## src/logic/usbecr_pkg.sv

```systemverilog
// usbecr_pkg: constants of the usb endpoint configuration register block
// assumes 32-bit axi4-lite data with each 8-bit register in the low byte lane
package usbecr_pkg;
   localparam int AW = 18;
   localparam int IW = 16;
   localparam int FW = 10;
   localparam int NEP = 6;
   // register indexes; byte address is four times the index
   localparam logic [15:0] IDX_TOG = 16'hC7D7;
   localparam logic [15:0] IDX_FRM_LO = 16'hC7D8;
   localparam logic [15:0] IDX_FRM_HI = 16'hC7D9;
   localparam logic [15:0] IDX_FNADDR = 16'hC7DB;
   localparam logic [15:0] IDX_PAIR = 16'hC7DD;
   localparam logic [15:0] IDX_BULK_IN = 16'hC7DE;
   localparam logic [15:0] IDX_BULK_OUT = 16'hC7DF;
   localparam logic [15:0] IDX_ISO_IN = 16'hC7E0;
   localparam logic [15:0] IDX_ISO_OUT = 16'hC7E1;
   localparam logic [15:0] IDX_SETUP_LO = 16'hC7E8;
   localparam logic [15:0] IDX_SETUP_HI = 16'hC7EF;
   localparam logic [15:0] IDX_ISO_OUT_START = 16'hC7F0;
   localparam logic [15:0] IDX_ISO_IN_START = 16'hC7F8;
   // toggle control and pairing field positions, highest toggle endpoint and iso endpoint code
   localparam int TOG_VAL = 7;
   localparam int TOG_SET = 6;
   localparam int TOG_CLR = 5;
   localparam int TOG_IO = 4;
   localparam int ZLEN = 7;
   localparam logic [7:0] PAIR_MASK = 8'h9F;
   localparam logic [2:0] EP_MAX = 3'h5;
   localparam logic [3:0] EP_ISO = 4'h8;
   // reset values and axi response codes
   localparam logic [7:0] RST_PAIR = 8'h00;
   localparam logic [6:0] RST_FNADDR = 7'h00;
   localparam logic [4:0] RST_ACT = 5'h00;
   localparam logic [5:0] RST_START = 6'h00;
   localparam logic [1:0] RESP_OK = 2'h0;
   localparam logic [1:0] RESP_DEC = 2'h3;
endpackage

```

## src/logic/usbecr_cfg_if.sv

```systemverilog
// usbecr_cfg_if: configuration handed from the register file to the token filter
// assumes both ends run on the same clock; all signals are plain levels
`timescale 1ns/1ps
interface usbecr_cfg_if;
   logic [6:0] fn_addr;
   logic [5:1] in_act;
   logic [5:1] out_act;
   logic iso_in_act;
   logic iso_out_act;
   logic [4:0] pair;
   logic zero_len_on_empty;
   modport src (output fn_addr, in_act, out_act, iso_in_act, iso_out_act, pair,
      zero_len_on_empty);
   modport snk (input fn_addr, in_act, out_act, iso_in_act, iso_out_act, pair,
      zero_len_on_empty);
endinterface

```

## src/logic/usbecr_regs.sv

```systemverilog
// usbecr_regs: endpoint configuration registers of a full-speed usb function
// assumes an axi4-lite master on ref_clk_i and a packet engine on the same clock
`timescale 1ns/1ps
module usbecr_regs (
   input wire logic ref_clk_i,
   input wire logic rst_i,
   input wire logic [usbecr_pkg::AW-1:0] s_axi_awaddr_i,
   input wire logic s_axi_awvalid_i,
   output logic s_axi_awready_o,
   input wire logic [31:0] s_axi_wdata_i,
   input wire logic [3:0] s_axi_wstrb_i,
   input wire logic s_axi_wvalid_i,
   output logic s_axi_wready_o,
   output logic [1:0] s_axi_bresp_o,
   output logic s_axi_bvalid_o,
   input wire logic s_axi_bready_i,
   input wire logic [usbecr_pkg::AW-1:0] s_axi_araddr_i,
   input wire logic s_axi_arvalid_i,
   output logic s_axi_arready_o,
   output logic [31:0] s_axi_rdata_o,
   output logic [1:0] s_axi_rresp_o,
   output logic s_axi_rvalid_o,
   input wire logic s_axi_rready_i,
   input wire logic sof_valid_i,
   input wire logic [10:0] sof_frame_i,
   input wire logic set_addr_valid_i,
   input wire logic [6:0] set_addr_i,
   input wire logic setup_valid_i,
   input wire logic [63:0] setup_data_i,
   input wire logic tog_flip_i,
   input wire logic [2:0] tog_flip_ep_i,
   input wire logic tog_flip_in_i,
   input wire logic tok_valid_i,
   input wire logic [6:0] tok_addr_i,
   input wire logic [3:0] tok_ep_i,
   input wire logic tok_in_i,
   input wire logic iso_in_empty_i,
   output logic tok_done_o,
   output logic tok_respond_o,
   output logic tok_zero_len_o,
   output logic [3:0] tok_ep_eff_o,
   output logic [5:0] iso_out_buffer_start_o,
   output logic [5:0] iso_in_buffer_start_o
);
   typedef struct packed {
      logic aw_have;
      logic [15:0] aw_idx;
      logic w_have;
      logic [7:0] w_data;
      logic w_lane0;
      logic awready;
      logic wready;
      logic bvalid;
      logic [1:0] bresp;
      logic arready;
      logic rvalid;
      logic [1:0] rresp;
      logic [7:0] rdata;
      logic sel_in;
      logic [2:0] sel_ep;
      logic [5:0] tog_in;
      logic [5:0] tog_out;
      logic [9:0] frame;
      logic [6:0] fn_addr;
      logic [7:0] pair;
      logic [5:1] in_act;
      logic [5:1] out_act;
      logic iso_in_act;
      logic iso_out_act;
      logic [63:0] setup;
      logic [5:0] iso_out_start;
      logic [5:0] iso_in_start;
   } usbecr_st_t;

   usbecr_st_t s_r;
   usbecr_st_t s_nxt;
   logic wr_go;
   logic rd_go;
   logic [15:0] ridx;

   // toggle of endpoint ep; codes above five have none and read zero
   function automatic logic tog_pick(input logic [5:0] t, input logic [2:0] ep);
      tog_pick = (ep <= usbecr_pkg::EP_MAX) ? t[ep] : 1'b0;
   endfunction

   function automatic logic is_mapped(input logic [15:0] idx);
      is_mapped = (idx >= usbecr_pkg::IDX_TOG && idx <= usbecr_pkg::IDX_ISO_OUT
                   && idx != 16'hC7DA && idx != 16'hC7DC)
                  || (idx >= usbecr_pkg::IDX_SETUP_LO && idx <= usbecr_pkg::IDX_SETUP_HI)
                  || idx == usbecr_pkg::IDX_ISO_OUT_START
                  || idx == usbecr_pkg::IDX_ISO_IN_START;
   endfunction

   always_comb begin
      s_nxt = s_r;
      wr_go = s_r.aw_have && s_r.w_have && !s_r.bvalid;
      rd_go = s_axi_arvalid_i && s_r.arready;
      ridx = s_axi_araddr_i[usbecr_pkg::AW-1:2];
      // address and data are taken independently, held until the write is done
      if (s_axi_awvalid_i && s_r.awready) begin
         s_nxt.aw_have = 1'b1;
         s_nxt.aw_idx = s_axi_awaddr_i[usbecr_pkg::AW-1:2];
      end
      if (s_axi_wvalid_i && s_r.wready) begin
         s_nxt.w_have = 1'b1;
         s_nxt.w_data = s_axi_wdata_i[7:0];
         s_nxt.w_lane0 = s_axi_wstrb_i[0];
      end
      if (s_r.bvalid && s_axi_bready_i) begin
         s_nxt.bvalid = 1'b0;
      end
      if (s_r.rvalid && s_axi_rready_i) begin
         s_nxt.rvalid = 1'b0;
      end
      if (sof_valid_i) begin
         s_nxt.frame = sof_frame_i[usbecr_pkg::FW-1:0];
      end
      if (set_addr_valid_i) begin
         s_nxt.fn_addr = set_addr_i;
      end
      if (setup_valid_i) begin
         s_nxt.setup = setup_data_i;
      end
      // engine flips a toggle after a good transaction; a software force below wins
      if (tog_flip_i && tog_flip_ep_i <= usbecr_pkg::EP_MAX) begin
         if (tog_flip_in_i) begin
            s_nxt.tog_in[tog_flip_ep_i] = ~s_r.tog_in[tog_flip_ep_i];
         end else begin
            s_nxt.tog_out[tog_flip_ep_i] = ~s_r.tog_out[tog_flip_ep_i];
         end
      end
      if (wr_go) begin
         s_nxt.aw_have = 1'b0;
         s_nxt.w_have = 1'b0;
         s_nxt.bvalid = 1'b1;
         s_nxt.bresp = is_mapped(s_r.aw_idx) ? usbecr_pkg::RESP_OK : usbecr_pkg::RESP_DEC;
         // writes without lane 0 change nothing; read-only registers ignore writes
         if (s_r.w_lane0) begin
            case (s_r.aw_idx)
               usbecr_pkg::IDX_TOG: begin
                  s_nxt.sel_in = s_r.w_data[usbecr_pkg::TOG_IO];
                  s_nxt.sel_ep = s_r.w_data[2:0];
                  if (s_r.w_data[2:0] <= usbecr_pkg::EP_MAX) begin
                     if (s_r.w_data[usbecr_pkg::TOG_SET]) begin
                        if (s_r.w_data[usbecr_pkg::TOG_IO]) begin
                           s_nxt.tog_in[s_r.w_data[2:0]] = 1'b1;
                        end else begin
                           s_nxt.tog_out[s_r.w_data[2:0]] = 1'b1;
                        end
                     end else if (s_r.w_data[usbecr_pkg::TOG_CLR]) begin
                        if (s_r.w_data[usbecr_pkg::TOG_IO]) begin
                           s_nxt.tog_in[s_r.w_data[2:0]] = 1'b0;
                        end else begin
                           s_nxt.tog_out[s_r.w_data[2:0]] = 1'b0;
                        end
                     end
                  end
               end
               usbecr_pkg::IDX_PAIR: s_nxt.pair = s_r.w_data & usbecr_pkg::PAIR_MASK;
               usbecr_pkg::IDX_BULK_IN: s_nxt.in_act = s_r.w_data[5:1];
               usbecr_pkg::IDX_BULK_OUT: s_nxt.out_act = s_r.w_data[5:1];
               usbecr_pkg::IDX_ISO_IN: s_nxt.iso_in_act = s_r.w_data[0];
               usbecr_pkg::IDX_ISO_OUT: s_nxt.iso_out_act = s_r.w_data[0];
               usbecr_pkg::IDX_ISO_OUT_START: s_nxt.iso_out_start = s_r.w_data[7:2];
               usbecr_pkg::IDX_ISO_IN_START: s_nxt.iso_in_start = s_r.w_data[7:2];
               default: ;
            endcase
         end
      end
      if (rd_go) begin
         s_nxt.rvalid = 1'b1;
         s_nxt.rresp = is_mapped(ridx) ? usbecr_pkg::RESP_OK : usbecr_pkg::RESP_DEC;
         s_nxt.rdata = 8'h00;
         case (ridx)
            usbecr_pkg::IDX_TOG: s_nxt.rdata = {
               tog_pick(s_r.sel_in ? s_r.tog_in : s_r.tog_out, s_r.sel_ep),
               2'b00, s_r.sel_in, 1'b0, s_r.sel_ep};
            usbecr_pkg::IDX_FRM_LO: s_nxt.rdata = s_r.frame[7:0];
            usbecr_pkg::IDX_FRM_HI: s_nxt.rdata = {6'h00, s_r.frame[9:8]};
            usbecr_pkg::IDX_FNADDR: s_nxt.rdata = {1'b0, s_r.fn_addr};
            usbecr_pkg::IDX_PAIR: s_nxt.rdata = s_r.pair;
            usbecr_pkg::IDX_BULK_IN: s_nxt.rdata = {2'b00, s_r.in_act, 1'b1};
            usbecr_pkg::IDX_BULK_OUT: s_nxt.rdata = {2'b00, s_r.out_act, 1'b1};
            usbecr_pkg::IDX_ISO_IN: s_nxt.rdata = {7'h00, s_r.iso_in_act};
            usbecr_pkg::IDX_ISO_OUT: s_nxt.rdata = {7'h00, s_r.iso_out_act};
            usbecr_pkg::IDX_ISO_OUT_START: s_nxt.rdata = {s_r.iso_out_start, 2'b00};
            usbecr_pkg::IDX_ISO_IN_START: s_nxt.rdata = {s_r.iso_in_start, 2'b00};
            default: begin
               if (ridx >= usbecr_pkg::IDX_SETUP_LO && ridx <= usbecr_pkg::IDX_SETUP_HI) begin
                  s_nxt.rdata = s_r.setup[{ridx[2:0], 3'b000} +: 8];
               end
            end
         endcase
      end
      // at most one write held and one read in flight; the next write can be taken while a response waits
      s_nxt.awready = !s_nxt.aw_have;
      s_nxt.wready = !s_nxt.w_have;
      s_nxt.arready = !s_nxt.rvalid;
   end

   always_ff @(posedge ref_clk_i) begin
      if (rst_i) begin
         s_r <= '0;
         s_r.awready <= 1'b1;
         s_r.wready <= 1'b1;
         s_r.arready <= 1'b1;
         s_r.fn_addr <= usbecr_pkg::RST_FNADDR;
         s_r.pair <= usbecr_pkg::RST_PAIR;
         s_r.in_act <= usbecr_pkg::RST_ACT;
         s_r.out_act <= usbecr_pkg::RST_ACT;
         s_r.iso_out_start <= usbecr_pkg::RST_START;
         s_r.iso_in_start <= usbecr_pkg::RST_START;
      end else begin
         s_r <= s_nxt;
      end
   end

   assign s_axi_awready_o = s_r.awready;
   assign s_axi_wready_o = s_r.wready;
   assign s_axi_bvalid_o = s_r.bvalid;
   assign s_axi_bresp_o = s_r.bresp;
   assign s_axi_arready_o = s_r.arready;
   assign s_axi_rvalid_o = s_r.rvalid;
   assign s_axi_rresp_o = s_r.rresp;
   assign s_axi_rdata_o = {24'h000000, s_r.rdata};
   assign iso_out_buffer_start_o = s_r.iso_out_start;
   assign iso_in_buffer_start_o = s_r.iso_in_start;

   usbecr_cfg_if cfg ();
   assign cfg.fn_addr = s_r.fn_addr;
   assign cfg.in_act = s_r.in_act;
   assign cfg.out_act = s_r.out_act;
   assign cfg.iso_in_act = s_r.iso_in_act;
   assign cfg.iso_out_act = s_r.iso_out_act;
   assign cfg.pair = s_r.pair[4:0];
   assign cfg.zero_len_on_empty = s_r.pair[usbecr_pkg::ZLEN];

   usbecr_tok u_tok (
      .ref_clk_i(ref_clk_i),
      .rst_i(rst_i),
      .cfg(cfg.snk),
      .tok_valid_i(tok_valid_i),
      .tok_addr_i(tok_addr_i),
      .tok_ep_i(tok_ep_i),
      .tok_in_i(tok_in_i),
      .iso_in_empty_i(iso_in_empty_i),
      .done_o(tok_done_o),
      .respond_o(tok_respond_o),
      .zero_len_o(tok_zero_len_o),
      .ep_eff_o(tok_ep_eff_o)
   );
endmodule

```

## src/logic/usbecr_tok.sv

```systemverilog
// usbecr_tok: decides whether a decoded token is answered and on which endpoint
// assumes tokens arrive as one-cycle strobes from the packet engine
`timescale 1ns/1ps
module usbecr_tok (
   input wire logic ref_clk_i,
   input wire logic rst_i,
   usbecr_cfg_if.snk cfg,
   input wire logic tok_valid_i,
   input wire logic [6:0] tok_addr_i,
   input wire logic [3:0] tok_ep_i,
   input wire logic tok_in_i,
   input wire logic iso_in_empty_i,
   output logic done_o,
   output logic respond_o,
   output logic zero_len_o,
   output logic [3:0] ep_eff_o
);
   typedef struct packed {
      logic done;
      logic respond;
      logic zero_len;
      logic [3:0] ep_eff;
   } usbecr_tok_st_t;

   usbecr_tok_st_t s_r;
   usbecr_tok_st_t s_nxt;
   logic act;
   logic hit;
   logic starve;

   always_comb begin
      s_nxt = s_r;
      s_nxt.done = tok_valid_i;
      // endpoint active bits; 0, 6 and 7 have no enable
      unique case (tok_ep_i)
         4'h0, 4'h6, 4'h7: act = 1'b1;
         4'h1, 4'h2, 4'h3, 4'h4, 4'h5:
            act = tok_in_i ? cfg.in_act[tok_ep_i[2:0]] : cfg.out_act[tok_ep_i[2:0]];
         usbecr_pkg::EP_ISO: act = tok_in_i ? cfg.iso_in_act : cfg.iso_out_act;
         default: act = 1'b0;
      endcase
      hit = tok_valid_i && (tok_addr_i == cfg.fn_addr) && act;
      starve = tok_in_i && (tok_ep_i == usbecr_pkg::EP_ISO) && iso_in_empty_i;
      s_nxt.respond = hit && (!starve || cfg.zero_len_on_empty);
      s_nxt.zero_len = hit && starve && cfg.zero_len_on_empty;
      s_nxt.ep_eff = tok_ep_i;
      if (tok_in_i) begin
         if ((tok_ep_i == 4'h3 && cfg.pair[0]) || (tok_ep_i == 4'h5 && cfg.pair[1])
               || (tok_ep_i == 4'h7 && cfg.pair[2])) begin
            s_nxt.ep_eff = {tok_ep_i[3:1], 1'b0};
         end
      end else if ((tok_ep_i == 4'h3 && cfg.pair[3]) || (tok_ep_i == 4'h5 && cfg.pair[4])) begin
         s_nxt.ep_eff = {tok_ep_i[3:1], 1'b0};
      end
   end

   always_ff @(posedge ref_clk_i) begin
      if (rst_i) begin
         s_r <= '0;
      end else begin
         s_r <= s_nxt;
      end
   end

   assign done_o = s_r.done;
   assign respond_o = s_r.respond;
   assign zero_len_o = s_r.zero_len;
   assign ep_eff_o = s_r.ep_eff;
endmodule

```

## config.mk

```make
export PLATFORM = sky130hd
export DESIGN_NAME = usbecr_regs
export DESIGN_NICKNAME = d
export VERILOG_FILES = /design/src/logic/usbecr_pkg.sv /design/src/logic/usbecr_cfg_if.sv /design/src/logic/usbecr_regs.sv /design/src/logic/usbecr_tok.sv
export SDC_FILE = /design/constraint.sdc
export NUM_CORES = 1
export LEC_CHECK = 0
export BUFFER_PORTS_ARGS = -buffer_cell sky130_fd_sc_hd__buf_4
export CORE_UTILIZATION = 30
export DETAILED_ROUTE_END_ITERATION = 7
export SLEW_MARGIN = 20
export SYNTH_ARGS = -nofsm -noshare
export SYNTH_HDL_FRONTEND = slang
export SYNTH_SLANG_ARGS = --single-unit
```

## constraint.sdc

```tcl
create_clock -name ref_clk_i -period 3.4 [get_ports ref_clk_i]
set_input_delay 0 -clock ref_clk_i [delete_from_list [all_inputs] [get_ports ref_clk_i]]
set_output_delay 0 -clock ref_clk_i [all_outputs]
set_load 0.005 [all_outputs]
```

==> impl_metrics.prom, run 1 <==
# TYPE chip_impl_metric gauge
chip_impl_metric{name="place_worst_setup_slack",unit="ns"} 0.995
chip_impl_metric{name="grt_first_pass_wirelength",unit="µm"} 40000
chip_impl_metric{name="gr_overflow_total",unit=""} 0
chip_impl_metric{name="yosysUniqueCellTypes",unit=""} 59
chip_impl_metric{name="synth-simple-area-share",unit="%"} 20.0
chip_impl_info{name="area_contributors_post_synth",value="dfxtp_1 (41%), mux2i_1 (16%), nor2_1 (6.3%), nand2_1 (4.3%), buf_4 (4.2%)"} 1
chip_impl_info{name="cp_slowest_cell",value="a2111oi_0"} 1
chip_impl_info{name="grt_setup_unrepaired",value="no"} 1
chip_impl_metric{name="synth_enable_flop_cells",unit=""} 0
chip_impl_metric{name="power_leakage",unit="µW"} 0.00497
chip_impl_metric{name="ios",unit=""} 243
chip_impl_metric{name="muxShareOfSynthArea",unit="%"} 19.6
chip_impl_metric{name="cts_sinks",unit=""} 176
chip_impl_metric{name="power.combinational.fraction",unit="%"} 13.7
chip_impl_metric{name="synth_compound_gate_area_share",unit="%"} 9.93
chip_impl_metric{name="timing.critical_path.arrival",unit="ns"} 2.79
chip_impl_metric{name="clk_latency_worst_skew_pair",unit="ns"} 0.44
chip_impl_info{name="worst_hold_startpoint",value="tog_flip_ep_i[0]"} 1
chip_impl_metric{name="via_per_inst",unit=""} 4.78
chip_impl_info{name="tritoncts",value="done"} 1
chip_impl_metric{name="fmax",unit="MHz"} 399
chip_impl_metric{name="drv_slew",unit=""} 0
chip_impl_metric{name="pwr_density_cell",unit="nW/µm²"} 415
chip_impl_info{name="synth-main-ff-cell",value="dfxtp_1"} 1
chip_impl_metric{name="p_int",unit="µW"} 3600
chip_impl_metric{name="utilization",unit="%"} 42.6
chip_impl_metric{name="cp_slowest_stage_delay",unit="ns"} 0.68
chip_impl_metric{name="routed-via-count",unit=""} 7701
chip_impl_metric{name="switchingPower",unit="µW"} 1340
chip_impl_info{name="setup.worst_path.start_class",value="flip-flop"} 1
chip_impl_info{name="setup.worst_path.class",value="reg -> reg"} 1
chip_impl_metric{name="drtPass1Iterations",unit=""} 5
chip_impl_metric{name="yosysTopAreaCellShare",unit="%"} 41.2
chip_impl_metric{name="post_route_wl",unit="µm"} 26000
chip_impl_metric{name="timing.critical_path.fanout_max",unit=""} 7
chip_impl_metric{name="skew",unit="ns"} 0.0141
chip_impl_metric{name="die_wd",unit="µm"} 171
chip_impl_metric{name="asyncSetResetFlopFracSynth",unit="%"} 0
chip_impl_metric{name="drtAntennaViolNets",unit=""} 0
chip_impl_metric{name="clk_pin_slew_worst_paths",unit="ns"} 0.08
chip_impl_metric{name="starting_drc_count_in_detailed_routing",unit=""} 480
chip_impl_metric{name="filler_cell_count",unit=""} 2771
chip_impl_metric{name="n_antenna_cell",unit=""} 0
chip_impl_metric{name="cts-resized-gates",unit=""} 0
chip_impl_metric{name="worst_slew_pin_slew",unit="ns"} 1.09
chip_impl_metric{name="place_congestion",unit=""} 0.818
chip_impl_info{name="path_cells",value="mux4_2 > mux2_2 > and3_1 > a2111oi_0 > o21ai_0"} 1
chip_impl_metric{name="via_count_of_the_first_global_routing_pass",unit=""} 7391
chip_impl_metric{name="cts_made_buffers",unit=""} 17
chip_impl_metric{name="h-tree-depth",unit=""} 4
chip_impl_metric{name="portBuffers",unit=""} 186
chip_impl_metric{name="final-setup-viol-count",unit=""} 0
chip_impl_metric{name="synth-warning-count",unit=""} 0
chip_impl_metric{name="chipHeight",unit="µm"} 171
chip_impl_info{name="dominant_combinational_cell_family_by_area_after_synthesis",value="simple AND/OR/NAND/NOR gates"} 1
chip_impl_metric{name="postSynthRegisterBits",unit=""} 176
chip_impl_metric{name="final_hold_viol_count",unit=""} 0
chip_impl_metric{name="pwr-share-seq",unit="%"} 45.2
chip_impl_metric{name="fin_tns_setup",unit="ns"} 0
chip_impl_metric{name="clkPwrFrac",unit="%"} 41.2
chip_impl_metric{name="peakVddDrop",unit="mV"} 0.312
chip_impl_metric{name="area_growth",unit="%"} 39.1
chip_impl_metric{name="fin_crit",unit="ns"} 2.51
chip_impl_metric{name="sw_share",unit="%"} 27.1
chip_impl_metric{name="initial_antenna_violation_count",unit=""} 0
chip_impl_metric{name="rows",unit=""} 61
chip_impl_info{name="worstHoldPathType",value="in -> reg"} 1
chip_impl_metric{name="cts_post_setup_buffers_inserted",unit=""} 0
chip_impl_metric{name="drt-wirelength-per-cell",unit="µm"} 16.2
chip_impl_metric{name="synthAdderAreaFrac",unit="%"} 0
chip_impl_metric{name="drive_above_1_share",unit="%"} 20.0
chip_impl_metric{name="layout.nets",unit=""} 1403
chip_impl_metric{name="finalCritPeriodShare",unit="%"} 73.7
chip_impl_metric{name="synthesis.area_per_instance",unit="µm²"} 8.88
chip_impl_metric{name="postSynthCellCount",unit=""} 964
chip_impl_info{name="root_buffer",value="clkbuf_16"} 1
chip_impl_metric{name="maxSlewHeadroom",unit="%"} 27.6
chip_impl_metric{name="cts_hold_buf",unit=""} 133
chip_impl_info{name="synthMostInstantiatedCell",value="dfxtp_1"} 1
chip_impl_metric{name="place.detailed.hpwl",unit="µm"} 18300
chip_impl_metric{name="coreArea",unit="µm²"} 27900
chip_impl_metric{name="start_util",unit="%"} 30.6
chip_impl_metric{name="fp.dieArea",unit="µm²"} 29200
chip_impl_metric{name="grt_start_max_net_pins",unit=""} 105
chip_impl_info{name="synth_top_cell_by_area",value="dfxtp_1"} 1
chip_impl_metric{name="worstPathRequired",unit="ns"} 3.68
chip_impl_info{name="crit_path_start",value="s_r[128]$_SDFFE_PP0P_"} 1
chip_impl_metric{name="cts.path.max_buffers",unit=""} 2
chip_impl_info{name="critPathCaptureType",value="flip-flop"} 1
chip_impl_metric{name="grt.total_usage",unit="%"} 18.0
chip_impl_info{name="status",value="complete, no violations"} 1
chip_impl_metric{name="final_critical_path_setup_slack",unit="ns"} 0.894
chip_impl_metric{name="synth-seq-area-share",unit="%"} 41.2
chip_impl_info{name="synth.top_cells.by_count",value="dfxtp_1 (176), nor2_1 (143), mux2i_1 (138), nand2_1 (97), a21oi_1 (59)"} 1
chip_impl_metric{name="netlist_area",unit="µm²"} 8560
chip_impl_metric{name="drc_errors",unit=""} 0
chip_impl_metric{name="synthXorXnorAreaFrac",unit="%"} 1.94
chip_impl_metric{name="number_of_max_cap_violations",unit=""} 0
chip_impl_info{name="worstReg2RegStart",value="s_r[128]$_SDFFE_PP0P_"} 1
-- kinds of logic (layout without fill, tap and decap cells) --
| family | Yosys count | after routing |
|---|---|---|
| other | 1 | 24 |
| multiplexers | 156 | 156 |
| buffers and inverters | 117 | 363 |
| XOR/XNOR | 19 | 19 |
| flip-flops | 176 | 176 |
| AND/OR/NAND/NOR | 358 | 358 |
| AO/OA/AOI/OAI | 137 | 137 |
-- power groups by stage --
stage / combinational (µW) / sequential (µW) / clock, µW
3_5_place_dp: 540 / 2280 / 0
2_1_floorplan: 342 / 2240 / 0
6_report: 674 / 2230 / 2030
3_3_place_gp: 533 / 2270 / 0
5_1_grt: 737 / 2240 / 2160
4_1_cts: 671 / 2230 / 2080
-- flip-flops by register name (all words and copies together) (netlist names), 4 cells and up --
| signal | count |
|---|---|
| s_r | 117 |
| s_axi_rdata_o | 8 |
| cfg.fn_addr | 7 |
| iso_in_buffer_start_o | 6 |
| iso_out_buffer_start_o | 6 |
| cfg.in_act | 5 |
| cfg.out_act | 5 |
| cfg.pair | 5 |
| u_tok.ep_eff_o | 4 |
-- worst paths after layout --
check | end | slack (ns) | depth (start not counted)
worst max-delay path | s_axi_rdata_o[7]$_SDFFE_PP0P_ | 0.89 | 5
worst min-delay path | s_r[116]$_SDFF_PP0_ | 0.02 | 5
worst max register to register | s_axi_rdata_o[7]$_SDFFE_PP0P_ | 0.89 | 5
worst min register to register | s_r[170]$_SDFFE_PP0P_ | 0.46 | 2
-- worst max-delay path: cells and delay by family, from the launching register on --
| kind | cells | cell delay [ns] |
|---|---|---|
| compound gates | 2 | 0.83 |
| flops | 1 | 0.52 |
| mux | 2 | 0.82 |
| simple gates | 1 | 0.18 |
-- per-stage QoR --
step / hold WS (ns) / cells / cell area [µm²] / power (µW)
after global placement: 0.234 / 1446 / 9950 / 2810
after global routing: 0.0248 / 1611 / 11900 / 5140
after floorplan: 0.0833 / 987 / 8640 / 2590
after CTS: 0.00153 / 1611 / 11900 / 4980
final: 0.0159 / 1611 / 11900 / 4930
after detailed placement: 0.242 / 1446 / 9950 / 2820
-- routing by layer --
metal	share of wire [%]	GRT usage [%]	vias up
met4	1.5	5.40	0
met2	48	29.9	244
met1	45	23.7	3625
li1	-	-	3815
met3	5.7	3.05	17
met5	0	0	-
-- final cells by class --
type                    count  area, µm²  share of cell area, %
multi-input cells         694       4500                   37.8
flip-flops and latches    176       3520                   29.6
well taps                 378        473                   3.97
inverters                  10       37.5                  0.315
clock buffers              17        425                   3.57
repair buffers            321       2760                   23.2
clock inverters            15        189                   1.59
-- layout by cell type, fill, tap and decap left out, types with 6 or more instances in the layout --
cell type	instances
o21ai_0	30
and2_1	9
nand2b_1	7
conb_1	24
nor3_1	22
o2bb2ai_1	11
nand3b_1	9
xor2_1	6
dfxtp_1	176
inv_8	7
inv_1	10
buf_4	187
and3_1	10
dlygate4sd3_1	133
nor2b_1	15
nand3_1	12
clkbuf_16	17
nor2_1	143
mux2_2	10
nand2_1	97
nand4_1	9
mux2i_1	138
a221oi_1	7
xnor2_1	13
a21oi_1	59
mux4_2	8
No activity file was read; power rests on OpenSTA's default activity.
==> run 2, diff against run 1 <==
==> constraint.sdc (replaced) <==
create_clock -name ref_clk_i -period 2.5 [get_ports ref_clk_i]
set_input_delay 0 -clock ref_clk_i [delete_from_list [all_inputs] [get_ports ref_clk_i]]
set_output_delay 0 -clock ref_clk_i [all_outputs]
set_load 0.005 [all_outputs]
==> run 2 against run 1 <==
Effect of this change:
- routed wire length is 4.2% higher
- hold slack lost 0.0033 ns
- largest cell class unchanged
- first-iteration DRC count is 6.0% lower
- non-clock buffer count up 22
- sequential power rose by 36%
- clock power rose by 32%
- die area unchanged
- critical path type unchanged
- via count rose by 0.99%
==> impl_metrics.prom, run 2 (same netlist as run 1, synthesis figures left out) <==
# TYPE chip_impl_metric gauge
chip_impl_metric{name="initial_antenna_violation_count",unit=""} 0
chip_impl_metric{name="switchingPower",unit="µW"} 1850
chip_impl_metric{name="fp.dieArea",unit="µm²"} 29200
chip_impl_metric{name="grt.total_usage",unit="%"} 18.7
chip_impl_metric{name="starting_drc_count_in_detailed_routing",unit=""} 451
chip_impl_metric{name="clk_pin_slew_worst_paths",unit="ns"} 0.08
chip_impl_info{name="layout.cells.most_common",value="buf_4"} 1
chip_impl_metric{name="sw_share",unit="%"} 27.8
chip_impl_metric{name="setup.reg_to_reg.worst_slack",unit="ns"} 0.22
chip_impl_metric{name="timing.critical_path.fanout_max",unit=""} 5
chip_impl_metric{name="largest_register_ff_count",unit=""} 117
chip_impl_metric{name="fin_tns_setup",unit="ns"} 0
chip_impl_metric{name="via_per_inst",unit=""} 4.76
chip_impl_metric{name="cts_sinks",unit=""} 176
chip_impl_metric{name="ff2ff_path_depth",unit=""} 6
chip_impl_info{name="path_cells",value="or4b_4 > nor4_4 > nand4_1 > or3b_1 > o21ai_1 > a21oi_1"} 1
chip_impl_metric{name="cts-resized-gates",unit=""} 0
chip_impl_metric{name="worstPathRequired",unit="ns"} 2.82
chip_impl_info{name="cp_slowest_cell",value="or4b_4"} 1
chip_impl_metric{name="worst_slew_pin_slew",unit="ns"} 0.676
chip_impl_metric{name="final-setup-viol-count",unit=""} 0
chip_impl_metric{name="power_leakage",unit="µW"} 0.00508
chip_impl_metric{name="area_growth",unit="%"} 41.2
chip_impl_info{name="tritoncts",value="done"} 1
chip_impl_info{name="most-common-layout-cells",value="buf_4 (196), dfxtp_1 (176), dlygate4sd3_1 (145), nor2_1 (143), mux2i_1 (138)"} 1
chip_impl_info{name="grt_setup_unrepaired",value="no"} 1
chip_impl_metric{name="met3_usage",unit="%"} 3.35
chip_impl_metric{name="utilization",unit="%"} 43.3
chip_impl_metric{name="fmax",unit="MHz"} 439
chip_impl_metric{name="drtAntennaViolNets",unit=""} 0
chip_impl_info{name="setup.worst_path.start_class",value="flip-flop"} 1
chip_impl_info{name="busiest_layer",value="met2"} 1
chip_impl_metric{name="min_path_cells",unit=""} 5
chip_impl_metric{name="h-tree-depth",unit=""} 4
chip_impl_info{name="largest_reg_by_ff_count",value="s_r"} 1
chip_impl_metric{name="cts.path.max_buffers",unit=""} 2
chip_impl_metric{name="drtPass1Iterations",unit=""} 6
chip_impl_metric{name="maxSlewHeadroom",unit="%"} 54.9
chip_impl_metric{name="totalPowerFinal",unit="µW"} 6660
chip_impl_metric{name="routed-via-count",unit=""} 7777
chip_impl_metric{name="post_layout_nonfiller_instances",unit=""} 1633
chip_impl_metric{name="coreArea",unit="µm²"} 27900
chip_impl_metric{name="peakVddDrop",unit="mV"} 0.421
chip_impl_metric{name="fin_crit",unit="ns"} 2.28
chip_impl_info{name="status",value="complete, no violations"} 1
chip_impl_metric{name="post_route_wl",unit="µm"} 27100
chip_impl_metric{name="place.detailed.hpwl",unit="µm"} 18800
chip_impl_metric{name="final_hold_viol_count",unit=""} 0
chip_impl_metric{name="global_route.usage.met2",unit="%"} 31.6
chip_impl_metric{name="number_of_max_cap_violations",unit=""} 0
chip_impl_metric{name="gr_overflow_total",unit=""} 0
chip_impl_metric{name="drc_errors",unit=""} 0
chip_impl_metric{name="ios",unit=""} 243
chip_impl_metric{name="die_wd",unit="µm"} 171
chip_impl_metric{name="place_inst",unit=""} 1456
chip_impl_metric{name="clkPwrFrac",unit="%"} 40.3
chip_impl_metric{name="n_antenna_cell",unit=""} 0
chip_impl_metric{name="clk_latency_worst_skew_pair",unit="ns"} 0.44
chip_impl_info{name="setup.worst_path.class",value="reg -> reg"} 1
chip_impl_metric{name="start_util",unit="%"} 30.6
chip_impl_metric{name="chipHeight",unit="µm"} 171
chip_impl_metric{name="via_count_of_the_first_global_routing_pass",unit=""} 7553
chip_impl_metric{name="layout.nets",unit=""} 1425
chip_impl_metric{name="drive_above_1_share",unit="%"} 20.2
chip_impl_info{name="root_buffer",value="clkbuf_16"} 1
chip_impl_metric{name="pwr_density_cell",unit="nW/µm²"} 551
chip_impl_metric{name="drt-wirelength-per-cell",unit="µm"} 16.6
chip_impl_metric{name="use_met1",unit="%"} 23.9
chip_impl_metric{name="cp_slowest_stage_delay",unit="ns"} 0.55
chip_impl_metric{name="power.combinational.fraction",unit="%"} 14.2
chip_impl_metric{name="rows",unit=""} 61
chip_impl_metric{name="drv_slew",unit=""} 0
chip_impl_metric{name="skew",unit="ns"} 0.0156
chip_impl_metric{name="cts_made_buffers",unit=""} 17
chip_impl_metric{name="finalCritPeriodShare",unit="%"} 91.1
chip_impl_info{name="worstHoldPathType",value="in -> reg"} 1
chip_impl_metric{name="pwr-share-seq",unit="%"} 45.6
chip_impl_metric{name="fin_worst_hold_slack",unit="ns"} 0.0125
chip_impl_metric{name="place_congestion",unit=""} 0.848
chip_impl_metric{name="grt_start_max_net_pins",unit=""} 67
chip_impl_metric{name="p_int",unit="µW"} 4810
chip_impl_metric{name="grt_first_pass_wirelength",unit="µm"} 41400
chip_impl_info{name="critPathCaptureType",value="flip-flop"} 1
chip_impl_metric{name="portBuffers",unit=""} 186
chip_impl_metric{name="timing.critical_path.arrival",unit="ns"} 2.60
## run 2: final cells by class
type,instances,area [µm²]
fill,2739,15900
multi-input combinational,694,4490
sequential,176,3520
timing repair buffer,343,2960
tap,378,473
clock buffer,18,429
clock inverter,14,165
inverter,10,37.5
## run 2: path summary, 6_finish.rpt
path / from / to
max: s_r[167]$_SDFFE_PP0P_ / s_r[118]$_SDFF_PP0_
min: tok_in_i / u_tok.zero_len_o$_SDFF_PP0_
max reg2reg: s_r[167]$_SDFFE_PP0P_ / s_r[118]$_SDFF_PP0_
min reg2reg: s_r[170]$_SDFFE_PP0P_ / s_r[170]$_SDFFE_PP0P_
## run 2: power groups by stage
stage,clock network (µW),registers (µW),logic (µW)
2_1_floorplan,0,3050,465
3_3_place_gp,0,3090,734
3_5_place_dp,0,3100,743
4_1_cts,2750,3030,938
5_1_grt,2860,3050,1030
6_report,2680,3030,944
## run 2: timing repair
action | in CTS | in global routing
setup buffers | 0 | 0
hold buffers | 145 | 0
endpoints found under the hold margin | 122 | 0
## run 2: per-layer routing
metal | vias to the layer above | wire (µm)
li1 | 3849 | -
met1 | 3692 | 12400
met2 | 214 | 13100
met3 | 22 | 1240
met4 | 0 | 421
met5 | - | 0
## run 2: per-stage QoR
step,setup WS [ns],area (µm²)
finish,0.222,12100
global route,0.0922,12100
CTS,0.209,12100
detailed placement,0.229,10000
global placement,0.270,10000
floorplan,0.440,8640
## run 2: worst max-delay path, delay by kind of cell, from the launching register on
family | cells | cell delay, ns
and+or+nand+nor | 4 | 1.61
DFF | 1 | 0.31
AOI/OAI and AO/OA | 2 | 0.23
